File: src/hdl/sps_pkg.sv
package sps_pkg;
    localparam int unsigned CLK_PERIOD_NS = 10;
    localparam int unsigned PROG_TIME_MIN_NS = 3_700_000;
    localparam int unsigned PROG_TIME_MAX_NS = 4_500_000;
    localparam int unsigned PROG_CYCLES_DEF =
        (PROG_TIME_MIN_NS + CLK_PERIOD_NS - 1) / CLK_PERIOD_NS;
    localparam int unsigned PROG_CYCLES_MAX = PROG_TIME_MAX_NS / CLK_PERIOD_NS;
    localparam int unsigned PAGE_WORDS_DEF = 64;
    localparam int unsigned NO_READ_WHILE_WRITE_SECTION_FIRST_PAGE_DEF = 112;
    localparam logic [2:0] SPM_WINDOW = 3'h4;
    localparam logic [2:0] LPM_WINDOW = 3'h3;
    localparam int unsigned CTRL_EN_BIT = 0;
    localparam int unsigned CTRL_LOCKSET_BIT = 3;
    localparam int unsigned CTRL_BUSY_BIT = 6;
    localparam int unsigned CTRL_IRQEN_BIT = 7;
    localparam logic [6:0] CMD_LOAD = 7'h01;
    localparam logic [6:0] CMD_ERASE = 7'h03;
    localparam logic [6:0] CMD_WRITE = 7'h05;
    localparam logic [6:0] CMD_LOCK = 7'h09;
    localparam logic [6:0] CMD_REEN = 7'h11;
    localparam logic [15:0] Z_FUSE_LOW = 16'h0000;
    localparam logic [15:0] Z_LOCK = 16'h0001;
    localparam logic [15:0] Z_FUSE_EXT = 16'h0002;
    localparam logic [15:0] Z_FUSE_HIGH = 16'h0003;
    localparam logic [7:0] LPM_NORMAL_DATA = 8'hFF;
    localparam logic [15:0] ERASED_WORD = 16'hFFFF;
    localparam logic [1:0] LOCK_TOP = 2'h3;
    localparam logic [5:0] LOCK_RESET = 6'h3F;
    localparam logic [11:0] REG_CTRL_VAL = 12'h000;
    localparam logic [11:0] REG_ZPTR = 12'h004;
    localparam logic [11:0] REG_DATA = 12'h008;
    localparam logic [11:0] REG_ACTION = 12'h00C;
    localparam logic [11:0] REG_STATUS = 12'h010;
    localparam logic [11:0] REG_LPM_RESULT = 12'h014;
    localparam int unsigned ACT_CTRL_BIT = 0;
    localparam int unsigned ACT_SPM_BIT = 1;
    localparam int unsigned ACT_LPM_BIT = 2;
    localparam int unsigned ST_REFUSED_BIT = 5;
    localparam int unsigned ST_ORDER_BIT = 6;
    localparam int unsigned ST_REUSE_BIT = 7;

    typedef enum logic [2:0] {
        SPS_K_NONE = 3'b000,
        SPS_K_LOAD = 3'b001,
        SPS_K_ERASE = 3'b010,
        SPS_K_WRITE = 3'b011,
        SPS_K_LOCK = 3'b100,
        SPS_K_REEN = 3'b101
    } sps_cmd_type;

    function automatic sps_cmd_type sps_cmd_kind(input logic [6:0] c);
        case (c)
            CMD_LOAD: return SPS_K_LOAD;
            CMD_ERASE: return SPS_K_ERASE;
            CMD_WRITE: return SPS_K_WRITE;
            CMD_LOCK: return SPS_K_LOCK;
            CMD_REEN: return SPS_K_REEN;
            default: return SPS_K_NONE;
        endcase
    endfunction : sps_cmd_kind
endpackage : sps_pkg

File: src/hdl/sps_if.sv
interface sps_if;
    logic ctrl_wr;
    logic [7:0] ctrl_wdata;
    logic [7:0] ctrl_rdata;
    logic spm_req;
    logic lpm_req;
    logic [15:0] z_ptr;
    logic [15:0] data_word;
    logic eeprom_busy;
    logic lpm_valid;
    logic lpm_special;
    logic [7:0] lpm_data;
    logic cpu_halt;
    logic rww_blocked;
    logic spm_irq;

    modport device (
        input ctrl_wr, ctrl_wdata, spm_req, lpm_req, z_ptr, data_word,
        input eeprom_busy,
        output ctrl_rdata, lpm_valid, lpm_special, lpm_data, cpu_halt,
        output rww_blocked, spm_irq
    );
    modport host (
        output ctrl_wr, ctrl_wdata, spm_req, lpm_req, z_ptr, data_word,
        output eeprom_busy,
        input ctrl_rdata, lpm_valid, lpm_special, lpm_data, cpu_halt,
        input rww_blocked, spm_irq
    );
endinterface : sps_if

File: src/hdl/sps_prog_timer.sv
module sps_prog_timer #(
    parameter int unsigned CYCLES = sps_pkg::PROG_CYCLES_DEF
) (
    input wire logic clk_sys,
    input wire logic rst_b,
    input wire logic start,
    output logic busy,
    output logic done
);
    import sps_pkg::*;
    localparam int unsigned CW = $clog2(CYCLES + 1);

    if (CYCLES < 1 || CYCLES > PROG_CYCLES_MAX) begin : g_bad_cycles
        $error("sps_prog_timer: CYCLES out of range");
    end

    logic [CW-1:0] count;

    // Start while running is ignored; the sequencer never overlaps ops
    always_ff @(posedge clk_sys or negedge rst_b) begin
        if (!rst_b) begin
            count <= '0;
        end else if (start && count == '0) begin
            count <= CW'(CYCLES);
        end else if (count != '0) begin
            count <= count - 1'b1;
        end
    end

    always_ff @(posedge clk_sys or negedge rst_b) begin
        if (!rst_b) begin
            done <= 1'b0;
        end else begin
            done <= (count == CW'(1));
        end
    end

    assign busy = (count != '0);
endmodule : sps_prog_timer

File: src/hdl/sps_device.sv
// Overview of operation
// Erase precedes write; buffer survives erase
// Erase and write address same page
// Erase command then store within four cycles
// Erase uses only the page index
// Own-section ops halt CPU, else readable
// Load puts data word at word index
// Buffer cleared: write done, re-enable, reset
// Each buffer slot loaded once per clear
// EEPROM write during loading discards buffer
// Write command then store within four
// Interrupt held while enable bit clear
// Erase/write block section, busy flag set
// Re-enable write clears the busy flag
// Lock command then store within four
// Zero data bits program lock bits
// EEPROM busy refuses commands and reads
// Software checks EEPROM busy before commands
// Lock read at pointer one, three cycles
// Enable and lock-set clear on finish/timeout
// Pointers zero, three, two read fuses
// Programmed bits read zero, unprogrammed one
// Lock writes use pointer one, top ones
// Long operations take 3.7 to 4.5 ms
// Enable stays set until operation ends
//
// Decided for this implementation: the APB slave port and the register addresses.
module sps_device #(
    parameter int unsigned PROG_CYCLES = sps_pkg::PROG_CYCLES_DEF,
    parameter int unsigned PAGE_WORDS = sps_pkg::PAGE_WORDS_DEF,
    parameter int unsigned NO_READ_WHILE_WRITE_SECTION_FIRST_PAGE = sps_pkg::NO_READ_WHILE_WRITE_SECTION_FIRST_PAGE_DEF
) (
    input wire logic clk_sys,
    input wire logic rst_b,
    sps_if.device link,
    input wire logic [7:0] fuse_low_prog,
    input wire logic [7:0] fuse_high_prog,
    input wire logic [7:0] fuse_ext_prog,
    input wire logic [$clog2(PAGE_WORDS)-1:0] buf_rd_addr,
    output logic [15:0] buf_rd_data,
    output sps_pkg::sps_cmd_type flash_op,
    output logic [14-$clog2(PAGE_WORDS):0] flash_page,
    output logic flash_op_done,
    output logic [5:0] lock_bits
);
    import sps_pkg::*;
    localparam int unsigned WB = $clog2(PAGE_WORDS);
    localparam int unsigned PB = 15 - WB;

    if (PAGE_WORDS < 2 || (1 << WB) != PAGE_WORDS || WB > 12
        || NO_READ_WHILE_WRITE_SECTION_FIRST_PAGE >= (1 << PB)) begin : g_bad_geometry
        $error("sps_device: unsupported page geometry");
    end

    typedef enum logic [1:0] {
        SPS_D_IDLE = 2'b00,
        SPS_D_ARMED = 2'b01,
        SPS_D_BUSY = 2'b10
    } sps_dstate_type;

    sps_dstate_type state;
    logic [6:0] cmd;
    logic irq_en;
    logic rww_busy;
    logic [2:0] win_cnt;
    logic [15:0] buf_mem [PAGE_WORDS];
    logic [PAGE_WORDS-1:0] buf_valid;
    logic [5:0] lock_data;
    logic eeprom_busy_d;
    logic timer_start;
    logic timer_busy;
    logic op_done;
    sps_cmd_type kind;
    logic ctrl_take;
    logic spm_go;
    logic lpm_go;
    logic timeout;
    logic long_op;
    logic [WB-1:0] z_word;
    logic [PB-1:0] z_page;
    logic [7:0] fuse_sel;

    assign kind = sps_cmd_kind(cmd);
    assign z_word = link.z_ptr[WB:1];
    assign z_page = link.z_ptr[15:WB+1];
    // Commands are refused outright while the EEPROM writes
    assign ctrl_take = link.ctrl_wr && state == SPS_D_IDLE
        && !link.eeprom_busy;
    assign spm_go = state == SPS_D_ARMED && link.spm_req
        && !link.eeprom_busy;
    assign lpm_go = state == SPS_D_ARMED && link.lpm_req
        && cmd[CTRL_LOCKSET_BIT] && !link.eeprom_busy
        && win_cnt > SPM_WINDOW - LPM_WINDOW;
    assign timeout = state == SPS_D_ARMED && !spm_go && !lpm_go
        && win_cnt == 3'h1;
    assign long_op = kind == SPS_K_ERASE || kind == SPS_K_WRITE
        || kind == SPS_K_LOCK;
    assign timer_start = spm_go && long_op;

    sps_prog_timer #(
        .CYCLES(PROG_CYCLES)
    ) u_timer (
        .clk_sys(clk_sys),
        .rst_b(rst_b),
        .start(timer_start),
        .busy(timer_busy),
        .done(op_done)
    );

    always_ff @(posedge clk_sys or negedge rst_b) begin
        if (!rst_b) begin
            state <= SPS_D_IDLE;
            win_cnt <= 3'h0;
        end else begin
            case (state)
                SPS_D_IDLE: begin
                    if (ctrl_take && link.ctrl_wdata[CTRL_EN_BIT]) begin
                        state <= SPS_D_ARMED;
                        win_cnt <= SPM_WINDOW;
                    end
                end
                SPS_D_ARMED: begin
                    win_cnt <= win_cnt - 3'h1;
                    if (timer_start) begin
                        state <= SPS_D_BUSY;
                    end else if (spm_go || lpm_go || timeout) begin
                        state <= SPS_D_IDLE;
                    end
                end
                SPS_D_BUSY: begin
                    if (op_done) begin
                        state <= SPS_D_IDLE;
                    end
                end
                default: state <= SPS_D_IDLE;
            endcase
        end
    end

    // Command bits hold through the operation and clear at its end
    always_ff @(posedge clk_sys or negedge rst_b) begin
        if (!rst_b) begin
            cmd <= 7'h00;
            irq_en <= 1'b0;
        end else if (ctrl_take) begin
            cmd <= link.ctrl_wdata[6:0];
            irq_en <= link.ctrl_wdata[CTRL_IRQEN_BIT];
        end else if ((spm_go && !long_op) || lpm_go || timeout) begin
            cmd <= 7'h00;
        end else if (state == SPS_D_BUSY && op_done) begin
            cmd <= 7'h00;
        end
    end

    always_ff @(posedge clk_sys or negedge rst_b) begin
        if (!rst_b) begin
            rww_busy <= 1'b0;
        end else if (timer_start && kind != SPS_K_LOCK
            && z_page < PB'(NO_READ_WHILE_WRITE_SECTION_FIRST_PAGE)) begin
            rww_busy <= 1'b1;
        end else if (spm_go && kind == SPS_K_REEN) begin
            rww_busy <= 1'b0;
        end
    end

    always_ff @(posedge clk_sys or negedge rst_b) begin
        if (!rst_b) begin
            flash_op <= SPS_K_NONE;
            flash_page <= '0;
            lock_data <= LOCK_RESET;
        end else if (timer_start) begin
            flash_op <= kind;
            flash_page <= z_page;
            lock_data <= link.data_word[5:0];
        end
    end

    always_ff @(posedge clk_sys or negedge rst_b) begin
        if (!rst_b) begin
            flash_op_done <= 1'b0;
        end else begin
            flash_op_done <= state == SPS_D_BUSY && op_done;
        end
    end

    always_ff @(posedge clk_sys or negedge rst_b) begin
        if (!rst_b) begin
            lock_bits <= LOCK_RESET;
        end else if (state == SPS_D_BUSY && op_done
            && flash_op == SPS_K_LOCK) begin
            lock_bits <= lock_bits & lock_data;
        end
    end

    always_ff @(posedge clk_sys or negedge rst_b) begin
        if (!rst_b) begin
            eeprom_busy_d <= 1'b0;
        end else begin
            eeprom_busy_d <= link.eeprom_busy;
        end
    end

    // Validity is kept per slot so a clear is one cycle, not a sweep;
    // erase does not touch the buffer, so it may be filled before it
    always_ff @(posedge clk_sys or negedge rst_b) begin
        if (!rst_b) begin
            buf_valid <= '0;
        end else if (state == SPS_D_BUSY && op_done
            && flash_op == SPS_K_WRITE) begin
            buf_valid <= '0;
        end else if (spm_go && kind == SPS_K_REEN) begin
            buf_valid <= '0;
        end else if (link.eeprom_busy && !eeprom_busy_d) begin
            buf_valid <= '0;
        end else if (spm_go && kind == SPS_K_LOAD) begin
            buf_valid[z_word] <= 1'b1;
        end
    end

    // A second load to one slot simply overwrites it
    always_ff @(posedge clk_sys) begin
        if (spm_go && kind == SPS_K_LOAD) begin
            buf_mem[z_word] <= link.data_word;
        end
    end

    always_ff @(posedge clk_sys or negedge rst_b) begin
        if (!rst_b) begin
            buf_rd_data <= ERASED_WORD;
        end else if (buf_valid[buf_rd_addr]) begin
            buf_rd_data <= buf_mem[buf_rd_addr];
        end else begin
            buf_rd_data <= ERASED_WORD;
        end
    end

    always_comb begin
        case (link.z_ptr)
            Z_FUSE_LOW: fuse_sel = ~fuse_low_prog;
            Z_LOCK: fuse_sel = {LOCK_TOP, lock_bits};
            Z_FUSE_EXT: fuse_sel = ~fuse_ext_prog;
            Z_FUSE_HIGH: fuse_sel = ~fuse_high_prog;
            default: fuse_sel = LPM_NORMAL_DATA;
        endcase
    end

    // Every load-program is answered next cycle; special only in window
    always_ff @(posedge clk_sys or negedge rst_b) begin
        if (!rst_b) begin
            link.lpm_valid <= 1'b0;
            link.lpm_special <= 1'b0;
            link.lpm_data <= LPM_NORMAL_DATA;
        end else begin
            link.lpm_valid <= link.lpm_req;
            link.lpm_special <= lpm_go;
            link.lpm_data <= lpm_go ? fuse_sel : LPM_NORMAL_DATA;
        end
    end

    assign link.ctrl_rdata = {irq_en, rww_busy, cmd[5:0]};
    assign link.cpu_halt = timer_busy && flash_op != SPS_K_LOCK
        && flash_page >= PB'(NO_READ_WHILE_WRITE_SECTION_FIRST_PAGE);
    assign link.rww_blocked = rww_busy;
    assign link.spm_irq = irq_en && !cmd[CTRL_EN_BIT];
endmodule : sps_device

File: src/flat_wrapper.sv
// flat-port wrapper written by rule: the top's interface ports become plain ports
module sps_device_flat import sps_pkg::*;
#(
    parameter int unsigned PROG_CYCLES = sps_pkg::PROG_CYCLES_DEF,
    parameter int unsigned PAGE_WORDS = sps_pkg::PAGE_WORDS_DEF,
    parameter int unsigned NO_READ_WHILE_WRITE_SECTION_FIRST_PAGE = sps_pkg::NO_READ_WHILE_WRITE_SECTION_FIRST_PAGE_DEF
)
  (clk_sys, rst_b, fuse_low_prog, fuse_high_prog, fuse_ext_prog, buf_rd_addr, buf_rd_data, flash_op, flash_page, flash_op_done, lock_bits, link_ctrl_wr, link_ctrl_wdata, link_spm_req, link_lpm_req, link_z_ptr, link_data_word, link_eeprom_busy, link_ctrl_rdata, link_lpm_valid, link_lpm_special, link_lpm_data, link_cpu_halt, link_rww_blocked, link_spm_irq);
  sps_if link_i ();
  input wire logic clk_sys;
  input wire logic rst_b;
  input wire logic [7:0] fuse_low_prog;
  input wire logic [7:0] fuse_high_prog;
  input wire logic [7:0] fuse_ext_prog;
  input wire logic [$clog2(PAGE_WORDS)-1:0] buf_rd_addr;
  output logic [15:0] buf_rd_data;
  output sps_pkg::sps_cmd_type flash_op;
  output logic [14-$clog2(PAGE_WORDS):0] flash_page;
  output logic flash_op_done;
  output logic [5:0] lock_bits;
  input wire logic [$bits(link_i.ctrl_wr)-1:0] link_ctrl_wr;
  input wire logic [$bits(link_i.ctrl_wdata)-1:0] link_ctrl_wdata;
  input wire logic [$bits(link_i.spm_req)-1:0] link_spm_req;
  input wire logic [$bits(link_i.lpm_req)-1:0] link_lpm_req;
  input wire logic [$bits(link_i.z_ptr)-1:0] link_z_ptr;
  input wire logic [$bits(link_i.data_word)-1:0] link_data_word;
  input wire logic [$bits(link_i.eeprom_busy)-1:0] link_eeprom_busy;
  output wire logic [$bits(link_i.ctrl_rdata)-1:0] link_ctrl_rdata;
  output wire logic [$bits(link_i.lpm_valid)-1:0] link_lpm_valid;
  output wire logic [$bits(link_i.lpm_special)-1:0] link_lpm_special;
  output wire logic [$bits(link_i.lpm_data)-1:0] link_lpm_data;
  output wire logic [$bits(link_i.cpu_halt)-1:0] link_cpu_halt;
  output wire logic [$bits(link_i.rww_blocked)-1:0] link_rww_blocked;
  output wire logic [$bits(link_i.spm_irq)-1:0] link_spm_irq;
  assign link_i.ctrl_wr = link_ctrl_wr;
  assign link_i.ctrl_wdata = link_ctrl_wdata;
  assign link_i.spm_req = link_spm_req;
  assign link_i.lpm_req = link_lpm_req;
  assign link_i.z_ptr = link_z_ptr;
  assign link_i.data_word = link_data_word;
  assign link_i.eeprom_busy = link_eeprom_busy;
  assign link_ctrl_rdata = link_i.ctrl_rdata;
  assign link_lpm_valid = link_i.lpm_valid;
  assign link_lpm_special = link_i.lpm_special;
  assign link_lpm_data = link_i.lpm_data;
  assign link_cpu_halt = link_i.cpu_halt;
  assign link_rww_blocked = link_i.rww_blocked;
  assign link_spm_irq = link_i.spm_irq;
  sps_device #(.PROG_CYCLES(PROG_CYCLES), .PAGE_WORDS(PAGE_WORDS), .NO_READ_WHILE_WRITE_SECTION_FIRST_PAGE(NO_READ_WHILE_WRITE_SECTION_FIRST_PAGE)) u_core (.clk_sys(clk_sys), .rst_b(rst_b), .link(link_i), .fuse_low_prog(fuse_low_prog), .fuse_high_prog(fuse_high_prog), .fuse_ext_prog(fuse_ext_prog), .buf_rd_addr(buf_rd_addr), .buf_rd_data(buf_rd_data), .flash_op(flash_op), .flash_page(flash_page), .flash_op_done(flash_op_done), .lock_bits(lock_bits));
endmodule
File: config.mk
export PLATFORM = sky130hd
export DESIGN_NAME = sps_device_flat
export DESIGN_NICKNAME = d
export VERILOG_FILES = /design/src/hdl/sps_pkg.sv /design/src/hdl/sps_if.sv /design/src/hdl/sps_prog_timer.sv /design/src/hdl/sps_device.sv /design/src/flat_wrapper.sv
export SDC_FILE = /design/constraint.sdc
export NUM_CORES = 1
export LEC_CHECK = 0
export ABC_AREA = 0
export BUFFER_PORTS_ARGS = -buffer_cell sky130_fd_sc_hd__buf_2
export CAP_MARGIN = 15
export CORE_ASPECT_RATIO = 0.9
export CORE_MARGIN = 5
export CORE_UTILIZATION = 40
export CTS_CLUSTER_DIAMETER = 50
export DETAILED_ROUTE_END_ITERATION = 16
export SLEW_MARGIN = 20
export SYNTH_ARGS = -nofsm -noshare
export SYNTH_HDL_FRONTEND = slang
export SYNTH_SLANG_ARGS = --single-unit
File: constraint.sdc
create_clock -name clk_sys -period 3.6 [get_ports clk_sys]
set_clock_uncertainty 0.2 [all_clocks]
set_input_delay 0.36 -clock clk_sys [delete_from_list [all_inputs] [get_ports clk_sys]]
set_output_delay 0.36 -clock clk_sys [all_outputs]
set_load 0.1 [all_outputs]
After elaboration in Yosys (flattened, before gate mapping)
Memory sizes are Yosys's and may differ from the RTL's.
Index checks and enable logic that the tools add are counted.
- flip-flop bits (word level): 150
- word-level logic and storage cells: 134
- bits in writable memories: 1024
- memories: 1
- memories (memory ; depth ; bits a word ; read ports ; clocked after Yosys merged registers in ; write ports ; RTL line ; source):
    u_core.buf_mem ; 64 ; 16 ; 1 ; 0 ; 1 ; sps_device.sv:66 ; logic [15:0] buf_mem [PAGE_WORDS];
- bitwise gates (word level): 5
- mux-type cells: 28
- eq/ne operators: 24
- reduce and logical (&&, ||, !) cells: 50
- order comparisons: 6
- add/subtract/negate cells: 2
- operators with widths (cell ; count):
    64-bit 2-to-1 mux ; 4
    64-bit bitwise OR ; 1
    19-bit 2-to-1 mux ; 2
    16-bit by 2-bit == test with 1-bit output, second input constant ; 2
    8-bit one-hot mux with 4 select lines ; 1
    1-bit logical AND ; 27
    8-bit inverter ; 3
    7-bit 2-to-1 mux ; 3
    19-bit by 1-bit == test with 1-bit output, second input constant ; 1
    19-bit zero test ; 1
    19-bit nonzero test ; 1
    19-bit by 1-bit subtractor with 19-bit output, second input constant ; 1
    16-bit by 1-bit == test with 1-bit output, second input constant ; 1
    16-bit zero test ; 1
    16-bit 2-to-1 mux ; 1
    3-bit one-hot mux with 5 select lines ; 1
    6-bit by 7-bit less-than comparator with 1-bit output, second input constant ; 2
    3-bit by 2-bit == test with 1-bit output, second input constant ; 3
    3-bit == test, second input constant ; 3
    9-bit by 7-bit greater-or-equal comparator with 1-bit output, second input constant ; 1
    9-bit by 7-bit less-than comparator with 1-bit output, second input constant ; 1
    2-bit 2-to-1 mux ; 4
    8-bit 2-to-1 mux ; 1
    7-bit by 1-bit == test with 1-bit output, second input constant ; 1
    28 further kinds ; 48

Longest topological paths before layout
Gate-level depths: netlist of the first run.
- depth after elaboration: 12
- depth in mapped cells: 9

Hierarchy
Synthesis of the first run repeated with hierarchy kept, for this count alone.
- cell total of the unflattened synthesis: 2218
- area total of the unflattened synthesis: 45608.7 um2
- modules (own cells, without submodules) (module ; sequential area each (um2) ; cells each ; area each (um2) ; times used):
    sps_device ; 34047.7 ; 2120 ; 44587.8 ; 1
    sps_prog_timer ; 500.5 ; 98 ; 1021.0 ; 1

Least setup slack after synthesis of the first run
No wires, ideal clock.
- kind: reg2out
- start point: register u_core.flash_op[0]
- end point: output link_cpu_halt
- arrival time: 3.234 ns
- data required time: 3.040 ns
- buffers on the path: 0
- setup slack: -0.194 ns
- stages on the path, launching flop included: 3
- cells stage by stage: dfrtp_1 > nor3_1 > nor3_1
- word-level cells in the longest chain between the ends: 3
- RTL lines (item ; RTL line ; source):
    from (decl) ; sps_device.sv:41 ; output sps_pkg::sps_cmd_type flash_op,
    from (signal assigned) ; sps_device.sv:172 ; flash_op <= kind;
    3-bit != test ; sps_device.sv:261 ; assign link.cpu_halt = timer_busy && flash_op != SPS_K_LOCK
    1-bit logical AND ; sps_device.sv:261 ;
    1-bit logical AND ; sps_device.sv:262 ; && flash_page >= PB'(NO_READ_WHILE_WRITE_SECTION_FIRST_PAGE);
    to (decl) ; flat_wrapper.sv:32 ; output wire logic [$bits(link_i.cpu_halt)-1:0] link_cpu_halt;
No other way between the ends.

Worst setup path after layout of the first run
- start point: register u_core.u_timer.count[13]
- end point: output link_cpu_halt
- word-level cells in the longest chain between the ends: 3
- RTL lines (item ; RTL line ; source):
    from (decl) ; sps_prog_timer.sv:17 ; logic [CW-1:0] count;
    from (signal assigned) ; sps_prog_timer.sv:24 ; count <= CW'(CYCLES);
    from (signal assigned) ; sps_prog_timer.sv:26 ; count <= count - 1'b1;
    19-bit nonzero test ; sps_prog_timer.sv:38 ; assign busy = (count != '0);
    1-bit logical AND ; sps_device.sv:261 ;
    1-bit logical AND ; sps_device.sv:262 ;
No other way between the ends.

==> impl_metrics.py, run 1 <==
metrics = {
    "placement": {
        "pre_cts_ws_ns": 0.397,
        "place.gp.congestion": 0.853,
        "placedInstanceArea_sq_um": 48900,
        "portBuffers": 131,
        "dpl.hpwl_um": 72900,
    },
    "timing": {
        "hold_viol": 0,
        "slew_headroom_pct": 27.9,
        "fmax_mhz": 289,
        "setup_ws_ns": 0.140,
        "setup_tns_ns": 0,
        "period_share_pct": 96.1,
        "setup_violations": 0,
        "drv_slew": 0,
        "rsz0062_at_grt": "false",
        "min_period_ns": 3.46,
        "tightestPinTransition_ns": 1.08,
    },
    "critical_path": {
        "cp_cell_sequence": "or4_4 > or4b_4 > nor3_4 > nor3_2 > buf_2",
        "start_kind": "flip-flop",
        "arrival_ns": 2.90,
        "end_kind": "primary output",
        "worstRegToRegCells": 6,
        "r2r_end": "u_core.buf_mem[32][2]$_DFFE_PP_",
        "critPathMaxFanout": 6,
        "crit_path_max_incr_delay_ns": 0.63,
        "r2r_setup_slack_ns": 0.45,
        "reg2reg_from": "u_core.cmd[2]$_DFFE_PN0P_",
        "slowest_stage": "or4b_4",
        "startpoint": "u_core.u_timer.count[13]$_DFFE_PN0P_",
        "endpoint": "link_cpu_halt",
        "worstSetupPathType": "flip-flop to primary output",
        "required_ns": 3.04,
    },
    "floorplan": {
        "die_h_um": 330,
        "core-area_sq_um": 113000,
        "start_util_pct": 40.2,
        "chipWidth_um": 365,
        "dieArea_sq_um": 121000,
        "num_rows": 117,
        "io_pins": 132,
    },
    "cts": {
        "clkTransAtPathRegs_ns": 0.06,
        "insertion_delay_ns": 0.70,
        "cts_sinks": 1174,
        "cts_tree": "built",
        "cts_buffer_depth": 3,
        "cts_made_buffers": 115,
        "htreeDepth": 3,
        "cts.repair.resized": 0,
        "cts_root_buf": "clkbuf_16",
    },
    "layout": {
        "final_area_sq_um": 53200,
        "synthToLayoutAreaGrowth_pct": 17.0,
        "layout_common_cells": "edfxtp_1 (1,024), mux4_2 (271), buf_4 (148)",
        "drive_above_1_share_pct": 30.4,
        "post-route-util_pct": 47.1,
        "finish.net_count": 2683,
        "final_common_cell": "edfxtp_1",
    },
    "yosys": {
        "synth-main-ff-cell": "edfxtp_1",
        "yosysUniqueCellTypes": 61,
        "synth_edf_count": 1024,
        "synth-async-reset-ratio_pct": 12.8,
        "synth_area_leaders": "edfxtp_1 (68%), mux4_2 (13%), dfrtp_1 (6.3%)",
        "ys_seq_area_share_pct": 76.0,
        "yosysTopAreaCell": "edfxtp_1",
        "yosys_warnings": 0,
        "netlist_instances": 2281,
        "synth.avg_cell_area_sq_um": 19.9,
        "synth_top_cell_area_share_pct": 67.6,
        "synth_nets": 2361,
        "syn_area_sq_um": 45500,
        "ys_seq_elements": 1174,
    },
    "global_route": {
        "grt_start_max_net_pins": 66,
        "grt_pass1_wl_um": 171000,
        "antenna_found_initial": 14,
        "grt_usage_pct": 19.5,
        "grt-ovfl-total": 0,
        "grt_pass1_vias": 24525,
    },
    "route": {
        "drc": 0,
        "ant_nets": 0,
        "num_vias": 24017,
        "detail_route.vias_per_cell": 5.72,
        "wirelength_um": 117000,
        "wl_per_cell_um": 27.9,
        "first_iter_violations": 2565,
        "dr.pass1.iters": 5,
    },
    "pwr": {
        "leakagePower_nw": 17.7,
        "peakVddDrop_v": 0.000696,
        "powerDensity_nw_per_um2": 562,
        "p_total_mw": 29.9,
    },
    "worst_hold_path": {
        "hp-class": "primary input to flip-flop",
    },
    "flow_run": {
        "cap_violations": 0,
    },
    "outcome": {
        "status": "finished clean",
    },
}
==> power by group <==
part	internal (mW)	leakage [nW]	switching, mW	total (mW)
sequential	15.0	11.1	0.186	15.2
clock	6.89	1.85	5.11	12.0
combinational	0.725	4.77	1.98	2.71
==> final cells by class <==
cell class / instances / area (sq um)
fillers: 9304 / 59800
flip-flops and latches: 1174 / 34500
multi-input cells: 963 / 10300
clock buffers: 144 / 3040
repair buffers: 341 / 2600
well taps: 1487 / 1860
clock inverters: 74 / 777
inverters: 8 / 30.0
diodes: 6 / 15.0
==> logic make-up after synthesis <==
family	share of synthesized area (%)
and+or+nand+nor	3.65
DFF	76.0
muxes	13.7
adders and majority gates	0.110
xor gates and xnor gates	0.173
buffers and inverters	1.43
AOI/OAI and AO/OA	4.93
==> stage by stage <==
step	hold WS [ns]	instances
after global routing	0.0119	4191
after floorplan	-0.136	2281
final	0.0367	4197
after CTS	0.0132	4190
after global placement	0.157	3925
after detailed placement	0.179	3926
==> what timing repair did <==
action / CTS / global route
hold endpoints to repair: 136 / 0
setup buffers: 1 / 0
setup endpoints to repair: 1 / 0
hold buffers: 45 / 0
==> layer usage <==
| metal | up-vias | part of all wire [%] | GRT usage, % |
|---|---|---|---|
| met3 | 198 | 10 | 5.77 |
| met5 | - | 0.059 | 0 |
| met4 | 10 | 2.6 | 5.45 |
| li1 | 10022 | - | - |
| met2 | 1180 | 44 | 28.8 |
| met1 | 12607 | 42 | 28.5 |
==> synth_stat cells (17+ instances only) <==
master,number
nand2_1,66
nor3_1,22
dfstp_2,36
nor2_1,119
a22oi_1,130
nand3_1,27
dfrtp_1,114
nor2b_1,17
edfxtp_1,1024
mux4_2,271
clkbuf_1,53
a21oi_1,113
buf_2,59
nor4_1,19
o21a_1,39
==> sequential cells by signal, indices dropped and copies added (netlist names) <==
signal and cells:
u_core.flash_page 9, u_core.win_cnt 3, u_core.link.lpm_special 1, u_core.buf_rd_data 16
u_core.eeprom_busy_d 1, u_core.u_timer.done 1, u_core.buf_valid 64, u_core.u_timer.count 19
u_core.irq_en 1, u_core.link.lpm_valid 1, u_core.buf_mem 1024, u_core.flash_op 3
u_core.state 2, u_core.flash_op_done 1, u_core.lock_data 6, u_core.cmd 7
u_core.link.lpm_data 8, u_core.lock_bits 6, u_core.link.rww_blocked 1
==> worst min path at each step <==
stage | startpoint | endpoint | slack, ns | cells past startpoint
after CTS | link_data_word[8] | u_core.buf_mem[25][8]$_DFFE_PP_ | 0.01 | 1
after floorplan | rst_b | u_core.buf_valid[0]$_DFFE_PN0P_ | -0.14 | 0
after detailed placement | rst_b | u_core.u_timer.count[12]$_DFFE_PN0P_ | 0.18 | 1
final | link_data_word[14] | u_core.buf_mem[9][14]$_DFFE_PP_ | 0.04 | 1
after global routing | link_data_word[10] | u_core.buf_mem[17][10]$_DFFE_PP_ | 0.01 | 1
after global placement | rst_b | u_core.u_timer.count[12]$_DFFE_PN0P_ | 0.16 | 1
==> critical path: cells and delay by family (launching register included) <==
family                 cells  cell delay, ns
buffers and inverters      1            0.31
and+or+nand+nor            4            1.52
DFF                        1            0.41
Note: power is estimated with default switching activity, not from simulation.
==> run 2, diff against run 1 <==
==> constraint.sdc (replaced) <==
create_clock -name clk_sys -period 3.05 [get_ports clk_sys]
set_clock_uncertainty 0.2 [all_clocks]
set_input_delay 0.305 -clock clk_sys [delete_from_list [all_inputs] [get_ports clk_sys]]
set_output_delay 0.305 -clock clk_sys [all_outputs]
set_load 0.1 [all_outputs]
==> run 2 against run 1 <==
Effect of this change:
- the run now ends with negative setup slack left
- via count rose by 0.53%
- cell count rose by 1.5%
- hold slack improved by 0.0075 ns
- setup slack got worse by 0.19 ns
- utilization rose by 1.4 points
- largest cell class unchanged
==> impl_metrics.py, run 2 (synthesized netlist as in run 1, its figures left out) <==
metrics = {
    "outcome": {
        "status": "complete, but fails checks",
        "violations": "negative setup slack",
    },
    "pwr": {
        "peakVddDrop_v": 0.000730,
        "p_int_mw": 27.7,
        "powerDensity_nw_per_um2": 663,
        "p_total_mw": 36.3,
        "swShare_pct": 23.8,
        "combPwrFrac_pct": 9.1,
        "pwr-share-clk_pct": 41.8,
        "power_frac_seq_pct": 49.1,
        "p_switching_mw": 8.66,
        "leakagePower_nw": 18.3,
    },
    "floorplan": {
        "die_h_um": 330,
        "start_util_pct": 40.2,
        "core-area_sq_um": 113000,
        "num_rows": 117,
        "dieArea_sq_um": 121000,
        "io_pins": 132,
        "chipWidth_um": 365,
    },
    "critical_path": {
        "start_kind": "flip-flop",
        "slowest_stage": "or4_4",
        "cp_cell_sequence": "or4_4 > or4b_4 > nor3_4 > nor3_2 > buf_6",
        "reg2reg_from": "u_core.cmd[0]$_DFFE_PN0P_",
        "startpoint": "u_core.u_timer.count[13]$_DFFE_PN0P_",
        "required_ns": 2.54,
        "arrival_ns": 2.59,
        "end_kind": "primary output",
        "critical-path-top-delay-family": "simple AND/OR/NAND/NOR gates",
        "critical_path_buf_inv_count": 1,
        "critPathMaxFanout": 4,
        "crit_path_max_incr_delay_ns": 0.53,
        "worstSetupPathType": "flip-flop to primary output",
    },
    "cts": {
        "cts_tree": "built",
        "cts_buffer_depth": 3,
        "cts_made_buffers": 118,
        "htreeDepth": 3,
        "clkTransAtPathRegs_ns": 0.06,
        "cts_root_buf": "clkbuf_16",
        "cts_sinks": 1174,
        "insertion_delay_ns": 0.72,
    },
    "timing": {
        "drv_slew": 0,
        "fmax_mhz": 323,
        "tightestPinTransition_ns": 0.962,
        "hold_viol": 0,
        "period_share_pct": 102,
        "min_period_ns": 3.10,
        "rsz0062_at_grt": "true",
        "slew_headroom_pct": 35.8,
        "setup_violations": 1,
        "setup_ws_ns": -0.0487,
    },
    "layout": {
        "post-route-util_pct": 48.5,
        "final_area_sq_um": 54800,
        "layout_common_cells": "edfxtp_1 (1,024), mux4_2 (271), buf_4 (136)",
        "regMostFlops": "u_core.buf_mem",
        "largest_reg_flops": 1024,
        "final_common_cell": "edfxtp_1",
        "top_regs": "u_core.buf_mem x1024, u_core.buf_valid x64, u_core.u_timer.count x19",
        "finish.net_count": 2748,
        "synthToLayoutAreaGrowth_pct": 20.5,
        "drive_above_1_share_pct": 32.1,
    },
    "placement": {
        "dpl.hpwl_um": 72000,
        "place.gp.congestion": 0.850,
        "placedInstanceArea_sq_um": 50000,
        "portBuffers": 131,
    },
    "flow_run": {
        "cap_violations": 0,
    },
    "route": {
        "drc": 0,
        "wirelength_um": 116000,
        "wl_per_cell_um": 27.2,
        "ant_nets": 0,
        "detail_route.vias_per_cell": 5.67,
        "dr.pass1.iters": 5,
        "first_iter_violations": 2549,
        "num_vias": 24144,
    },
    "global_route": {
        "antenna_found_initial": 6,
        "grt-ovfl-total": 0,
        "grt_pass1_wl_um": 169000,
        "grt_start_max_net_pins": 66,
        "grt_pass1_vias": 24770,
        "grt_usage_pct": 19.2,
    },
    "worst_hold_path": {
        "hold_start": "link_data_word[10]",
        "hp-class": "primary input to flip-flop",
    },
}
run 2: per-layer routing:
layer / global-route usage [%] / wire (um)
met1: 28.1 / 49300
met2: 29.7 / 53700
met4: 4.05 / 2220
met3: 4.76 / 10400
met5: 0 / 21
run 2: final cells by class:
cell class / instances / area, sq um
Antenna cell: 3 / 7.51
Clock buffer: 145 / 3210
Clock inverter: 78 / 933
Fill cell: 9171 / 58200
Inverter: 8 / 30.0
Multi-Input combinational cell: 963 / 10400
Sequential cell: 1174 / 34500
Tap cell: 1487 / 1860
Timing Repair Buffer: 403 / 3850
run 2: what timing repair did:
action / 4_1_cts / 5_1_grt
setup buffers: 4 / 0
hold buffers: 59 / 0
gates resized for setup: 2 / 3
endpoints found under the setup margin: 1 / 316
pin swaps: 4 / 0
hold endpoints to repair: 303 / 0
run 2: final timing paths:
path                                                           to  slack, ns  depth (start not counted)
worst max-delay path                                link_cpu_halt      -0.05                          5
worst min-delay path              u_core.buf_mem[8][10]$_DFFE_PP_       0.04                          1
worst max register to register   u_core.buf_mem[55][15]$_DFFE_PP_       0.19                          8
worst min register to register    u_core.lock_data[4]$_DFFE_PN1N_       0.26                          2
max in group asynchronous        u_core.buf_valid[63]$_DFFE_PN0P_       2.10                          3
min in group asynchronous       u_core.link.lpm_data[3]$_DFF_PN1_       0.09                          2
run 2: power groups by stage:
stage          clock network, mW  logic (mW)  registers [mW]
2_1_floorplan                  0        1.63            18.7
3_3_place_gp                   0        3.14            18.2
3_5_place_dp                   0        3.20            18.2
4_1_cts                     15.5        3.29            17.8
5_1_grt                     16.2        3.47            17.9
6_report                    15.2        3.29            17.9
run 2: stage by stage:
stage,hold WS [ns],worst slack [ns],std cells,setup TNS (ns)
6_report,0.0442,-0.0487,4261,-0.0487
5_1_grt,0.0325,-0.150,4259,-0.150
4_1_cts,0.00340,-0.127,4258,-0.127
3_5_place_dp,0.137,0.0423,3972,0
3_3_place_gp,0.122,0.0198,3972,0
2_1_floorplan,-0.191,-0.0897,2281,-15.56
==> run 3, diff against run 2 <==
--- a/config.mk
+++ b/config.mk
@@ -7,7 +7,6 @@
 export LEC_CHECK = 0
 export ABC_AREA = 0
 export BUFFER_PORTS_ARGS = -buffer_cell sky130_fd_sc_hd__buf_2
-export CAP_MARGIN = 15
 export CORE_ASPECT_RATIO = 0.9
 export CORE_MARGIN = 5
 export CORE_UTILIZATION = 40
@@ -17,3 +16,4 @@
 export SYNTH_ARGS = -nofsm -noshare
 export SYNTH_HDL_FRONTEND = slang
 export SYNTH_SLANG_ARGS = --single-unit
+export TNS_END_PERCENT = 20
==> run 3 against run 2 <==
Effect of this change:
- the flow still finishes with violations (negative setup slack)
- final area decreased by 0.88%
- routed wire length grew 1.2%
- via count fell by 0.19%
- die area is the same
- critical path type unchanged
- critical endpoint unchanged
- highest routed layer unchanged
==> impl_metrics.py, run 3 (synthesized netlist as in run 1, its figures left out) <==
metrics = {
    "floorplan": {
        "io_pins": 132,
        "core-area_sq_um": 113000,
        "num_rows": 117,
        "chipWidth_um": 365,
        "start_util_pct": 40.2,
        "dieArea_sq_um": 121000,
        "die_h_um": 330,
    },
    "timing": {
        "fmax_mhz": 320,
        "rsz0062_at_grt": "true",
        "setup_violations": 1,
        "hold_viol": 0,
        "min_period_ns": 3.12,
        "period_share_pct": 102,
        "setup_ws_ns": -0.0731,
        "slew_headroom_pct": 37.8,
        "drv_slew": 0,
        "tightestPinTransition_ns": 0.932,
    },
    "pwr": {
        "peakVddDrop_v": 0.000926,
        "p_switching_mw": 8.50,
        "leakagePower_nw": 18.1,
        "power_frac_seq_pct": 51.0,
        "combPwrFrac_pct": 9.4,
        "pwr-share-clk_pct": 39.7,
        "p_int_mw": 26.6,
        "swShare_pct": 24.2,
        "powerDensity_nw_per_um2": 646,
    },
    "cts": {
        "cts_sinks": 1174,
        "cts_made_buffers": 115,
        "clkTransAtPathRegs_ns": 0.06,
        "cts_tree": "built",
        "cts_buffer_depth": 3,
        "insertion_delay_ns": 0.68,
        "htreeDepth": 3,
        "cts_root_buf": "clkbuf_16",
    },
    "route": {
        "wirelength_um": 117000,
        "detail_route.vias_per_cell": 5.68,
        "ant_nets": 0,
        "first_iter_violations": 2702,
        "wl_per_cell_um": 27.6,
        "dr.pass1.iters": 7,
        "drc": 0,
        "num_vias": 24098,
    },
    "global_route": {
        "grt_pass1_wl_um": 171000,
        "antenna_found_initial": 10,
        "grt_usage_pct": 19.5,
        "grt_start_max_net_pins": 66,
        "grt_pass1_vias": 24840,
        "grt-ovfl-total": 0,
    },
    "critical_path": {
        "required_ns": 2.54,
        "critical_path_buf_inv_count": 1,
        "end_kind": "primary output",
        "arrival_ns": 2.62,
        "crit_path_max_incr_delay_ns": 0.55,
        "slowest_stage": "or4b_4",
        "worstSetupPathType": "flip-flop to primary output",
        "start_kind": "flip-flop",
        "cp_cell_sequence": "or4_4 > or4b_4 > nor3_4 > nor3_2 > buf_6",
        "critical-path-top-delay-family": "simple AND/OR/NAND/NOR gates",
        "critPathMaxFanout": 2,
    },
    "outcome": {
        "status": "complete, but fails checks",
        "violations": "negative setup slack",
    },
    "layout": {
        "fillers": 9239,
        "synthToLayoutAreaGrowth_pct": 19.4,
        "largest_reg_flops": 1024,
        "top_regs": "u_core.buf_mem x1024, u_core.buf_valid x64, u_core.u_timer.count x19",
        "fin_cells": 4246,
        "finish.net_count": 2734,
        "layout_common_cells": "edfxtp_1 (1,024), mux4_2 (271), a22oi_1 (130)",
        "final_common_cell": "edfxtp_1",
        "regMostFlops": "u_core.buf_mem",
        "drive_above_1_share_pct": 30.9,
    },
    "placement": {
        "portBuffers": 131,
        "dp_cells": 3962,
        "dpl.hpwl_um": 73200,
        "place.gp.congestion": 0.876,
        "pre_cts_ws_ns": 0.100,
    },
    "worst_hold_path": {
        "hp-class": "primary input to flip-flop",
    },
    "flow_run": {
        "cap_violations": 0,
    },
}
-- run 3: layout make-up --
class | count | area [sq um] | share of cell area (%)
flip-flops and latches | 1174 | 34500 | 63.6
diodes | 6 | 15.0 | 0.0276
multi-input cells | 963 | 10400 | 19.1
clock inverters | 59 | 536 | 0.986
well taps | 1487 | 1860 | 3.43
clock buffers | 157 | 3200 | 5.89
inverters | 8 | 30.0 | 0.0553
repair buffers | 392 | 3770 | 6.95
-- run 3: metal layers --
metal,track usage (%),up-vias,wire length [um]
met5,1.08,-,208
met4,5.19,6,3060
met3,5.50,195,10500
met2,29.8,1004,53500
met1,27.8,12745,49900
li1,-,10148,-
-- run 3: worst reg2reg max path, cell delays in order (launching register included) --
cell	delay [ns]
dfrtp_1	0.40
or3b_1	0.48
nor4_2	0.28
buf_4	0.18
or3b_1	0.36
buf_4	0.23
nor2_1	0.27
buf_12	0.21
-- run 3: timing repair --
action | CTS | global route
setup endpoints to repair | 1 | 1
pin swaps | 4 | 0
hold buffers | 58 | 0
gates resized for setup | 2 | 1
endpoints found under the hold margin | 401 | 0
buffers inserted | 4 | 0
-- run 3: path summary, 6_finish.rpt --
path	slack (ns)	startpoint	depth (start not counted)	endpoint
setup / recovery	-0.07	u_core.u_timer.count[14]$_DFFE_PN0P_	5	link_cpu_halt
hold / removal	0.05	link_data_word[9]	1	u_core.buf_mem[8][9]$_DFFE_PP_
setup reg to reg	0.15	u_core.cmd[5]$_DFFE_PN0P_	7	u_core.buf_mem[22][5]$_DFFE_PP_
hold reg to reg	0.27	u_core.lock_data[3]$_DFFE_PN1N_	2	u_core.lock_data[3]$_DFFE_PN1N_
max in group asynchronous	1.63	rst_b	4	u_core.link.lpm_data[0]$_DFF_PN1_
min in group asynchronous	0.42	rst_b	3	u_core.buf_valid[55]$_DFFE_PN0P_
-- run 3: per-stage QoR --
| step | setup TNS, ns | total power, mW | area (sq um) | hold slack, ns | util (%) |
|---|---|---|---|---|---|
| 6_report | -0.0731 | 35.1 | 54300 | 0.0525 | 48.1 |
| 5_1_grt | -0.148 | 36.3 | 54300 | 0.0496 | 48.1 |
| 4_1_cts | -0.128 | 35.4 | 54300 | 0.00348 | 48.0 |
| 3_5_place_dp | 0 | 21.4 | 49900 | 0.155 | 44.2 |
| 3_3_place_gp | 0 | 21.3 | 49900 | 0.137 | 44.2 |
| 2_1_floorplan | -10.92 | 20.3 | 45500 | -0.191 | - |
-- run 3: power groups by stage --
stage | clock network, mW | logic [mW] | registers (mW)
2_1_floorplan | 0 | 1.63 | 18.7
4_1_cts | 14.2 | 3.30 | 17.9
6_report | 13.9 | 3.29 | 17.9
3_5_place_dp | 0 | 3.22 | 18.2
5_1_grt | 14.9 | 3.46 | 17.9
3_3_place_gp | 0 | 3.16 | 18.2
